==> src/crit_defs.vh <==
// Offsets, field positions, reset values and widths of the critical-alert status block
`ifndef CRIT_DEFS_VH
`define CRIT_DEFS_VH

// Register command-byte offsets
`define OFS_COMMON_STATUS     8'h02
`define OFS_CRIT_ONE_STATUS   8'h08
`define OFS_CRIT_TWO_STATUS   8'h09
`define OFS_CRIT_THREE_STATUS 8'h0A
`define OFS_MASK_A            8'h0C
`define OFS_MASK_B            8'h0D
`define OFS_MASK_C            8'h0E
`define OFS_LOCAL_LIMIT       8'h40

// Channel bit positions inside each critical status and mask register
`define BIT_LOCAL             0
`define BIT_REM_ONE           1
`define BIT_REM_TWO           2
`define NUM_CHAN              3
`define NUM_OUT               3

// Summary flag positions in the common status register
`define BIT_SUMMARY_A         1
`define BIT_SUMMARY_B         2
`define BIT_SUMMARY_C         3

// Reset values
`define RST_MASK_A            3'h1
`define RST_MASK_B            3'h0
`define RST_MASK_C            3'h7
`define RST_LOCAL_LIMIT       7'h55
`define RST_READ_DATA         8'h00

// Widths of the comparison path (sign bit plus magnitude)
`define CMP_W                 9
`define THR_W                 10

`endif

==> src/alert_drive.v <==
// Active-low critical alert pin driver for one set of status bits
`timescale 1ns/100ps
`include "crit_defs.vh"

module alert_drive (
    // Clock and reset
    input  wire                  clk,
    input  wire                  reset,
    // Status bits and their masks
    input  wire [`NUM_CHAN-1:0]  over,
    input  wire [`NUM_CHAN-1:0]  block,
    // Alert pin
    output reg                   alert_n_reg
);

    wire alert_next;

    // A masked channel never reaches the pin
    assign alert_next = |(over & ~block);

    always @(posedge clk) begin
        if (reset) begin
            alert_n_reg <= 1'b1;
        end else begin
            alert_n_reg <= ~alert_next;
        end
    end

endmodule // alert_drive

==> src/critical_temp_status_alert.v <==
// Critical over-temperature status registers, masks and three active-low alert pins
//
// Contract
// First status register holds remote two, remote one, local at bits 2..0.
// Second status register uses the same bit placement for its output.
// Third status register uses the same bit placement for its output.
// Bits 7 to 3 of every critical status register read zero.
// Remote bit sets when reading is at or above its limit.
// Bit clears only when reading falls below limit minus common hysteresis.
// Local bits of all three outputs compare against the single local limit.
// An output is active while any unmasked status bit of it is set.
// An output goes inactive once all its status bits have cleared.
// Mask bit one blocks that channel from the output; zero passes it.
// Summary register shows one flag per critical status register, set if any bit.
// Between clear threshold and limit a bit holds; it updates per conversion.
// Alert outputs are active low: low when asserted, high when inactive.
`timescale 1ns/100ps
`include "crit_defs.vh"

module critical_temp_status_alert (
    // Clock and reset
    input  wire        clk,
    input  wire        reset,
    // Register access by command byte
    input  wire        reg_rd_en,
    input  wire        reg_wr_en,
    input  wire [7:0]  reg_addr,
    input  wire [7:0]  reg_wr_data,
    output reg  [7:0]  reg_rd_data,
    // Conversion results from the converter
    input  wire        local_done,
    input  wire [7:0]  local_temp,
    input  wire        rem_one_done,
    input  wire [7:0]  rem_one_temp,
    input  wire        rem_two_done,
    input  wire [7:0]  rem_two_temp,
    // Remote limits and common hysteresis
    input  wire [7:0]  rem_one_limit_a,
    input  wire [7:0]  rem_one_limit_b,
    input  wire [7:0]  rem_one_limit_c,
    input  wire [7:0]  rem_two_limit_a,
    input  wire [7:0]  rem_two_limit_b,
    input  wire [7:0]  rem_two_limit_c,
    input  wire [7:0]  common_hyst,
    // Alert pins
    output wire        crit_alert_out_a_n,
    output wire        crit_alert_out_b_n,
    output wire        crit_alert_out_c_n
);

    ////////////////////////////////////////////////////////////////////////////////
    // Register decode

    function hit;
        input [7:0] addr;
        input [7:0] offset;
        begin
            hit = (addr == offset);
        end
    endfunction

    ////////////////////////////////////////////////////////////////////////////////
    // Writable registers

    reg  [2:0] mask_a_reg;
    reg  [2:0] mask_b_reg;
    reg  [2:0] mask_c_reg;
    reg  [6:0] local_limit_reg;

    // Writes to read-only or unmapped offsets are dropped without effect
    always @(posedge clk) begin
        if (reset) begin
            mask_a_reg      <= `RST_MASK_A;
            mask_b_reg      <= `RST_MASK_B;
            mask_c_reg      <= `RST_MASK_C;
            local_limit_reg <= `RST_LOCAL_LIMIT;
        end else if (reg_wr_en) begin
            if (hit(reg_addr, `OFS_MASK_A)) begin
                mask_a_reg <= reg_wr_data[2:0];
            end
            if (hit(reg_addr, `OFS_MASK_B)) begin
                mask_b_reg <= reg_wr_data[2:0];
            end
            if (hit(reg_addr, `OFS_MASK_C)) begin
                mask_c_reg <= reg_wr_data[2:0];
            end
            if (hit(reg_addr, `OFS_LOCAL_LIMIT)) begin
                // Top bit is read-only zero, limit spans 0 to 127
                local_limit_reg <= reg_wr_data[6:0];
            end
        end
    end

    ////////////////////////////////////////////////////////////////////////////////
    // Per-channel readings, update strobes and limits

    wire [`NUM_CHAN-1:0]         chan_done;
    wire [`NUM_CHAN*`CMP_W-1:0]  chan_reading;
    wire [`NUM_OUT*`NUM_CHAN*`CMP_W-1:0] limit_flat;
    wire [`CMP_W-1:0]            local_limit_ext;

    assign chan_done[`BIT_LOCAL]   = local_done;
    assign chan_done[`BIT_REM_ONE] = rem_one_done;
    assign chan_done[`BIT_REM_TWO] = rem_two_done;

    // Local reading is two's complement; remote readings are 0 to 255
    assign chan_reading[`BIT_LOCAL*`CMP_W +: `CMP_W]   = {local_temp[7], local_temp};
    assign chan_reading[`BIT_REM_ONE*`CMP_W +: `CMP_W] = {1'b0, rem_one_temp};
    assign chan_reading[`BIT_REM_TWO*`CMP_W +: `CMP_W] = {1'b0, rem_two_temp};

    assign local_limit_ext = {2'b00, local_limit_reg};

    // Output a
    assign limit_flat[(0*`NUM_CHAN+`BIT_LOCAL)*`CMP_W +: `CMP_W]   = local_limit_ext;
    assign limit_flat[(0*`NUM_CHAN+`BIT_REM_ONE)*`CMP_W +: `CMP_W] = {1'b0, rem_one_limit_a};
    assign limit_flat[(0*`NUM_CHAN+`BIT_REM_TWO)*`CMP_W +: `CMP_W] = {1'b0, rem_two_limit_a};
    // Output b
    assign limit_flat[(1*`NUM_CHAN+`BIT_LOCAL)*`CMP_W +: `CMP_W]   = local_limit_ext;
    assign limit_flat[(1*`NUM_CHAN+`BIT_REM_ONE)*`CMP_W +: `CMP_W] = {1'b0, rem_one_limit_b};
    assign limit_flat[(1*`NUM_CHAN+`BIT_REM_TWO)*`CMP_W +: `CMP_W] = {1'b0, rem_two_limit_b};
    // Output c
    assign limit_flat[(2*`NUM_CHAN+`BIT_LOCAL)*`CMP_W +: `CMP_W]   = local_limit_ext;
    assign limit_flat[(2*`NUM_CHAN+`BIT_REM_ONE)*`CMP_W +: `CMP_W] = {1'b0, rem_one_limit_c};
    assign limit_flat[(2*`NUM_CHAN+`BIT_REM_TWO)*`CMP_W +: `CMP_W] = {1'b0, rem_two_limit_c};

    ////////////////////////////////////////////////////////////////////////////////
    // Status bits, one comparator per output and channel

    wire [`NUM_OUT*`NUM_CHAN-1:0] over_flat;

    genvar o;
    genvar c;
    generate
        for (o = 0; o < `NUM_OUT; o = o + 1) begin : g_out
            for (c = 0; c < `NUM_CHAN; c = c + 1) begin : g_chan
                hyst_compare u_cmp (
                    .clk      (clk),
                    .reset    (reset),
                    .update   (chan_done[c]),
                    .reading  (chan_reading[c*`CMP_W +: `CMP_W]),
                    .limit    (limit_flat[(o*`NUM_CHAN+c)*`CMP_W +: `CMP_W]),
                    .hyst     (common_hyst),
                    .over_reg (over_flat[o*`NUM_CHAN+c])
                );
            end
        end
    endgenerate

    wire [2:0] over_a;
    wire [2:0] over_b;
    wire [2:0] over_c;

    assign over_a = over_flat[0*`NUM_CHAN +: `NUM_CHAN];
    assign over_b = over_flat[1*`NUM_CHAN +: `NUM_CHAN];
    assign over_c = over_flat[2*`NUM_CHAN +: `NUM_CHAN];

    ////////////////////////////////////////////////////////////////////////////////
    // Alert pins

    alert_drive u_alert_a (
        .clk         (clk),
        .reset       (reset),
        .over        (over_a),
        .block       (mask_a_reg),
        .alert_n_reg (crit_alert_out_a_n)
    );

    alert_drive u_alert_b (
        .clk         (clk),
        .reset       (reset),
        .over        (over_b),
        .block       (mask_b_reg),
        .alert_n_reg (crit_alert_out_b_n)
    );

    alert_drive u_alert_c (
        .clk         (clk),
        .reset       (reset),
        .over        (over_c),
        .block       (mask_c_reg),
        .alert_n_reg (crit_alert_out_c_n)
    );

    ////////////////////////////////////////////////////////////////////////////////
    // Read-back

    wire [7:0] crit_one_status;
    wire [7:0] crit_two_status;
    wire [7:0] crit_three_status;
    wire [7:0] common_status;
    wire       summary_flag_a;
    wire       summary_flag_b;
    wire       summary_flag_c;
    reg  [7:0] rd_next;

    assign crit_one_status   = {5'h00, over_a};
    assign crit_two_status   = {5'h00, over_b};
    assign crit_three_status = {5'h00, over_c};

    // Flags follow the raw status, not the masked alert
    assign summary_flag_a = |over_a;
    assign summary_flag_b = |over_b;
    assign summary_flag_c = |over_c;

    // Busy, not-ready and diode-fault flag belong to other blocks and read zero here
    assign common_status = {4'h0, summary_flag_c, summary_flag_b, summary_flag_a, 1'b0};

    always @* begin
        rd_next = `RST_READ_DATA;
        if (hit(reg_addr, `OFS_COMMON_STATUS)) begin
            rd_next = common_status;
        end else if (hit(reg_addr, `OFS_CRIT_ONE_STATUS)) begin
            rd_next = crit_one_status;
        end else if (hit(reg_addr, `OFS_CRIT_TWO_STATUS)) begin
            rd_next = crit_two_status;
        end else if (hit(reg_addr, `OFS_CRIT_THREE_STATUS)) begin
            rd_next = crit_three_status;
        end else if (hit(reg_addr, `OFS_MASK_A)) begin
            rd_next = {5'h00, mask_a_reg};
        end else if (hit(reg_addr, `OFS_MASK_B)) begin
            rd_next = {5'h00, mask_b_reg};
        end else if (hit(reg_addr, `OFS_MASK_C)) begin
            rd_next = {5'h00, mask_c_reg};
        end else if (hit(reg_addr, `OFS_LOCAL_LIMIT)) begin
            rd_next = {1'b0, local_limit_reg};
        end
    end

    // Read data is held until the next read so a slow serial engine can shift it out
    always @(posedge clk) begin
        if (reset) begin
            reg_rd_data <= `RST_READ_DATA;
        end else if (reg_rd_en) begin
            reg_rd_data <= rd_next;
        end
    end

endmodule // critical_temp_status_alert

==> src/hyst_compare.v <==
// One channel status bit: set at or above the limit, cleared below limit minus hysteresis
`timescale 1ns/100ps
`include "crit_defs.vh"

module hyst_compare (
    // Clock and reset
    input  wire                clk,
    input  wire                reset,
    // Conversion result
    input  wire                update,
    input  wire [`CMP_W-1:0]   reading,
    input  wire [`CMP_W-1:0]   limit,
    input  wire [7:0]          hyst,
    // Status bit
    output reg                 over_reg
);

    wire signed [`THR_W-1:0] reading_ext;
    wire signed [`THR_W-1:0] limit_ext;
    wire signed [`THR_W-1:0] clear_thr;
    reg                      over_next;

    assign reading_ext = {reading[`CMP_W-1], reading};
    assign limit_ext   = {limit[`CMP_W-1], limit};
    // Ten bits keep limit minus a full-scale hysteresis from wrapping
    assign clear_thr   = limit_ext - $signed({2'b00, hyst});

    always @* begin
        over_next = over_reg;
        if (update) begin
            if (reading_ext >= limit_ext) begin
                over_next = 1'b1;
            end else if (reading_ext < clear_thr) begin
                over_next = 1'b0;
            end
            // Inside the hysteresis band the bit holds R12
        end
    end

    always @(posedge clk) begin
        if (reset) begin
            over_reg <= 1'b0;
        end else begin
            over_reg <= over_next;
        end
    end

endmodule // hyst_compare

==> config.mk <==
export PLATFORM = sky130hd
export DESIGN_NAME = critical_temp_status_alert
export DESIGN_NICKNAME = d
export VERILOG_FILES = /design/src/alert_drive.v /design/src/critical_temp_status_alert.v /design/src/hyst_compare.v
export VERILOG_INCLUDE_DIRS = /design/src /design/src/src
export SDC_FILE = /design/constraint.sdc
export NUM_CORES = 1
export LEC_CHECK = 0
export BUFFER_PORTS_ARGS = -buffer_cell sky130_fd_sc_hd__buf_2
export CORE_MARGIN = 1
export CORE_UTILIZATION = 31
export DETAILED_ROUTE_END_ITERATION = 7
export GPL_ROUTABILITY_DRIVEN = 0
export PLACE_DENSITY = 0.62
export SYNTH_ARGS = -nofsm -noshare
export SYNTH_HDL_FRONTEND = slang
export SYNTH_SLANG_ARGS = --single-unit
==> constraint.sdc <==
create_clock -name clk -period 3 [get_ports clk]
set_input_delay 0.15 -clock clk [delete_from_list [all_inputs] [get_ports clk]]
set_output_delay 0.15 -clock clk [all_outputs]
set_load 0.01 [all_outputs]
==> impl_metrics.ini, run 1 <==
[die]
core_um2 = 18830
initial_utilization = 0.3173
rows = 50
pin_count = 114
die_h_um = 140.8
dieArea_um2 = 19840
die_width_um = 140.8

[synthesis]
syn_avg_cell_area_um2 = 7.842
synth-edff-count = 0
synthCells = 762
ys_ff_latch = 33
syn_nets = 1032
netlist.area_leader.share = 0.3350
yosysTopAreaCell = ha_1
ys.flop_type = dfxtp_1
ys_types = 57
ys_seq_area_frac = 0.1106
yosys.cell_count.top_type = ha_1
synth_common_cells = ha_1, inv_1, a21oi_1
yosys_warnings = 0
syn_area_um2 = 5976
synth_async_sr_flop_share = 0
synth_area_leaders = ha_1, dfxtp_1, inv_1

[sta]
finClkSkew_ns = 0.003197
finalCriticalPeriod_ns = 2.741
max_slew_margin = 0.5902
grt_setup_unrepaired = false
clock.fmax_mhz = 364.8
finalSetupTns_ns = 0
slew_violations = 0
finalHoldViolCount = 0
setup_viol = 0
worst_slew_pin_slew_ns = 0.6146
fin_crit_sh = 0.9136

[cts]
ctsResizeCount = 0
clk_pin_slew_ns = 0.05
clk_latency_ns = 0.28
cts-root-buf = clkbuf_16
clock-sinks = 33
tritoncts = done
cts-htree-levels = 2
cts_made_buffers = 5
cts_buffer_depth = 2
post_cts_buffers = 0
hold_buffers = 0

[worst_hold_path]
min-delay-path-class = in -> reg

[final_layout]
nets = 1146
syn_to_final_growth_pct = 17.84
instances_no_fill = 1140
drive_gt1_frac = 0.1619

[critical_path]
critPathLaunchType = flop
required_ns = 3.16
crit_fanout = 2
end_kind = flop
path_class = reg -> reg
crit_arrival_ns = 2.90

[drt]
drt-met1-wl_um = 7538
drc_errors = 0
vias = 5631
via_per_inst = 4.939
wl_met3_um = 499
wl_per_cell_um = 13.66
top_layer_used = met4
detailedRoute.firstPassIterationCount = 4
met2_length_um = 7373
routed_wl_um = 15570
drt_first_iter_violations = 178
ant_nets = 0

[grt]
overflow = 0
grt_pass1_wl_um = 25620
grt_pass1_vias = 5465
grt_antenna_before_repair = 1
grt_usage = 0.1592
grt_max_degree = 31

[power]
ir_drop_mv = 0.1957
leakage_nw = 3.565
p_per_area_nw_per_um2 = 292.4

[run]
drv_cap = 0

[place]
port_buffers = 111
dp_hpwl_um = 13590
placedCellCount = 1129

[outcome]
outcome = complete, no violations
## path summary, 6_finish.rpt
check                     start                                end  slack [ns]  cells past startpoint
min reg2reg      reg_rd_data[0]                     reg_rd_data[0]        0.46                      2
max          local_limit_reg[0]  g_out[0].g_chan[0].u_cmp.over_reg        0.26                     15
max reg2reg  local_limit_reg[0]  g_out[0].g_chan[0].u_cmp.over_reg        0.26                     15
min              reg_wr_data[5]                 local_limit_reg[5]        0.12                      3
## cells in the final DEF (no fill, tap or decap), types with 5 or more instances in the layout
master | synthesis | routed
fa_1 | 7 | 7
o211ai_1 | 13 | 13
xor2_1 | 12 | 12
xnor2_1 | 24 | 24
o2111ai_1 | 7 | 7
nand2b_1 | 20 | 20
o32ai_1 | 7 | 7
nor2b_1 | 20 | 20
nand3_1 | 17 | 17
dfxtp_1 | 33 | 33
a211oi_1 | 19 | 19
buf_4 | 2 | 7
nor3_1 | 11 | 11
o21ai_0 | 26 | 26
buf_2 | 6 | 111
nor2_1 | 30 | 30
ha_1 | 160 | 160
a221oi_1 | 6 | 6
a211o_1 | 6 | 6
o21bai_1 | 6 | 6
clkbuf_16 | 0 | 5
or2_2 | 6 | 6
a21oi_1 | 72 | 72
a21o_1 | 23 | 23
nand2_1 | 46 | 46
inv_1 | 108 | 108
o21ai_1 | 27 | 27
## critical path: stages (launching register included)
cell and delay, ns:
dfxtp_1 0.38, inv_1 0.06, ha_1 0.20, fa_1 0.40
nor2b_1 0.13, o21ai_1 0.08, a21oi_1 0.21, o21a_1 0.16
o21ai_1 0.07, a21oi_1 0.16, ha_1 0.16, nand2b_1 0.08
nor3_1 0.14, nand3_1 0.10, a41oi_1 0.20, o22ai_1 0.11
## where the power goes
| part | internal, mW | total, mW | leakage [nW] | switching (mW) |
|---|---|---|---|---|
| logic | 0.457 | 0.994 | 3.21 | 0.537 |
| registers | 0.453 | 0.468 | 0.268 | 0.0149 |
| clock network | 0.414 | 0.597 | 0.0841 | 0.183 |
| total | 1.32 | 2.06 | 3.57 | 0.735 |
## area by class of cell
| class | instances | area [um2] |
|---|---|---|
| tap | 260 | 325.3 |
| antenna | 3 | 7.507 |
| sequential | 33 | 660.6 |
| fill | 1995 | 11790 |
| clock buffer | 7 | 142.6 |
| multi-input combinational | 607 | 4835 |
| inverter | 110 | 412.9 |
| clock inverter | 1 | 30.03 |
| timing repair buffer | 119 | 628.1 |
## layer usage
layer	vias up	track usage
met5	-	0
met4	0	0.02346
met3	15	0.02038
met2	97	0.2817
met1	2554	0.2092
li1	2965	-
## kinds of logic after synthesis
group	synth area share
buffers and inverters	0.08040
adder cells (fa/ha/maj)	0.3585
multiplexers	0.005025
AND/OR/NAND/NOR	0.1415
other	0.0006275
XOR/XNOR	0.05276
flip-flops	0.1106
AO/OA/AOI/OAI	0.2506
## metrics by stage
step                      instance area (um2)  worst slack [ns]    util  total power [mW]  hold slack, ns
after floorplan                          5976            0.5577       -             1.180          0.2776
after global placement                   6862            0.1332  0.3644             1.456          0.4156
after detailed placement                 6862           0.07665  0.3644             1.474          0.4155
after CTS                                7034            0.2224  0.3736             2.078          0.1268
after global routing                     7034           0.04850  0.3736             2.252          0.1484
final                                    7042            0.2591  0.3740             2.059          0.1231
Power figures use the tool's default switching activity.
==> run 2: changes to the inputs <==
==> constraint.sdc (replaced) <==
create_clock -name clk -period 3.3 [get_ports clk]
set_input_delay 0.165 -clock clk [delete_from_list [all_inputs] [get_ports clk]]
set_output_delay 0.165 -clock clk [all_outputs]
set_load 0.01 [all_outputs]
==> impl_metrics.ini, run 2 (synthesis gave the netlist of run 1 again) <==
[critical_path]
required_ns = 3.44
critPathLaunchType = primary input
crit_arrival_ns = 2.97
path_class = in -> reg
end_kind = flop
crit_fanout = 11

[die]
die_width_um = 140.8
die_h_um = 140.8
pin_count = 114
dieArea_um2 = 19840
rows = 50
initial_utilization = 0.3173
core_um2 = 18830

[sta]
fin_crit_sh = 0.8575
finClkSkew_ns = 0.003883
clock.fmax_mhz = 353.4
grt_setup_unrepaired = false
finalCriticalPeriod_ns = 2.830
slew_violations = 0
hold_slack_ns = 0.1419
finalHoldViolCount = 0
worst_slew_pin_slew_ns = 0.5858
finalSetupTns_ns = 0
max_slew_margin = 0.6090
setup_viol = 0

[grt]
grt_antenna_before_repair = 1
grt_max_degree = 31
grt_pass1_vias = 5423
grt_pass1_wl_um = 25630
overflow = 0
grt_usage = 0.1600

[drt]
ant_nets = 0
detailedRoute.firstPassIterationCount = 6
via_per_inst = 4.958
vias = 5612
drc_errors = 0
drt_first_iter_violations = 186
routed_wl_um = 15500
wl_per_cell_um = 13.69

[place]
port_buffers = 111
dp_hpwl_um = 13420

[final_layout]
final_cell_mix = ha_1, buf_2, inv_1
drive_gt1_frac = 0.1573
multi_input_area_um2 = 4835
regArea_um2 = 660.6
nets = 1140
fin_util = 0.3696
fillers = 1988
final_common_cell = ha_1
syn_to_final_growth_pct = 16.46

[cts]
tritoncts = done
post_cts_buffers = 0
cts_buffer_depth = 2
hold_buffers = 0
clock-sinks = 33
cts-root-buf = clkbuf_16
ctsResizeCount = 0
cts-htree-levels = 2
clk_pin_slew_ns = 0.05
clk_latency_ns = 0.28
cts_made_buffers = 5

[power]
leakage_nw = 3.525
p_per_area_nw_per_um2 = 257.9
ir_drop_mv = 0.1651

[outcome]
outcome = complete, no violations

[run]
drv_cap = 0

[worst_hold_path]
min-delay-path-class = in -> reg
==> run 2: critical path, cell delays in order <==
cell and delay, ns:
buf_2 0.11, inv_1 0.27, buf_4 0.26, fa_1 0.44, nand2_1 0.09, nand2_1 0.05
a21oi_1 0.16, xor2_1 0.19, ha_1 0.27, nand2_1 0.07, a21oi_1 0.04, a211oi_1 0.32
o21ai_1 0.12, a221oi_1 0.29, o32ai_1 0.11
==> run 2: power by group <==
group	leakage, nW	internal, mW	switching, mW
sequential	0.268	0.411	0.0133
combinational	3.18	0.410	0.487
clock	0.0768	0.300	0.174
total	3.53	1.12	0.674
==> run 2: layout make-up <==
class                           count  share of cell area
Clock buffer                        6             0.01996
Timing Repair Buffer              113             0.08198
Inverter                          110             0.05933
Sequential cell                    33             0.09493
Clock inverter                      2            0.001978
Tap cell                          260             0.04675
Antenna cell                        1           0.0003596
Multi-Input combinational cell    607              0.6947
==> run 2: routing by layer <==
metal / track usage / part of all wire / up-vias
met1: 0.2037 / 0.47 / 2528
met2: 0.2899 / 0.48 / 124
met5: 0 / 0 / -
li1: - / - / 2951
met4: 0.02231 / 0.0074 / 0
met3: 0.02344 / 0.044 / 9
==> run 2: worst paths after layout <==
path	startpoint	endpoint	slack, ns	cells past startpoint
setup / recovery	common_hyst[1]	g_out[2].g_chan[2].u_cmp.over_reg	0.47	15
hold / removal	reg_wr_data[5]	local_limit_reg[5]	0.14	3
setup reg to reg	local_limit_reg[0]	g_out[0].g_chan[0].u_cmp.over_reg	0.49	15
hold reg to reg	mask_c_reg[0]	mask_c_reg[0]	0.46	1
==> run 2: stage by stage <==
stage          setup slack [ns]  cell area [um2]  total power [mW]  std cells
2_1_floorplan            0.8427             5976             1.073        762
3_3_place_gp             0.2503             6804             1.318       1123
3_5_place_dp             0.1758             6804             1.334       1123
4_1_cts                  0.4622             6957             1.810       1131
5_1_grt                  0.1880             6957             1.975       1131
6_report                 0.4702             6959             1.795       1132
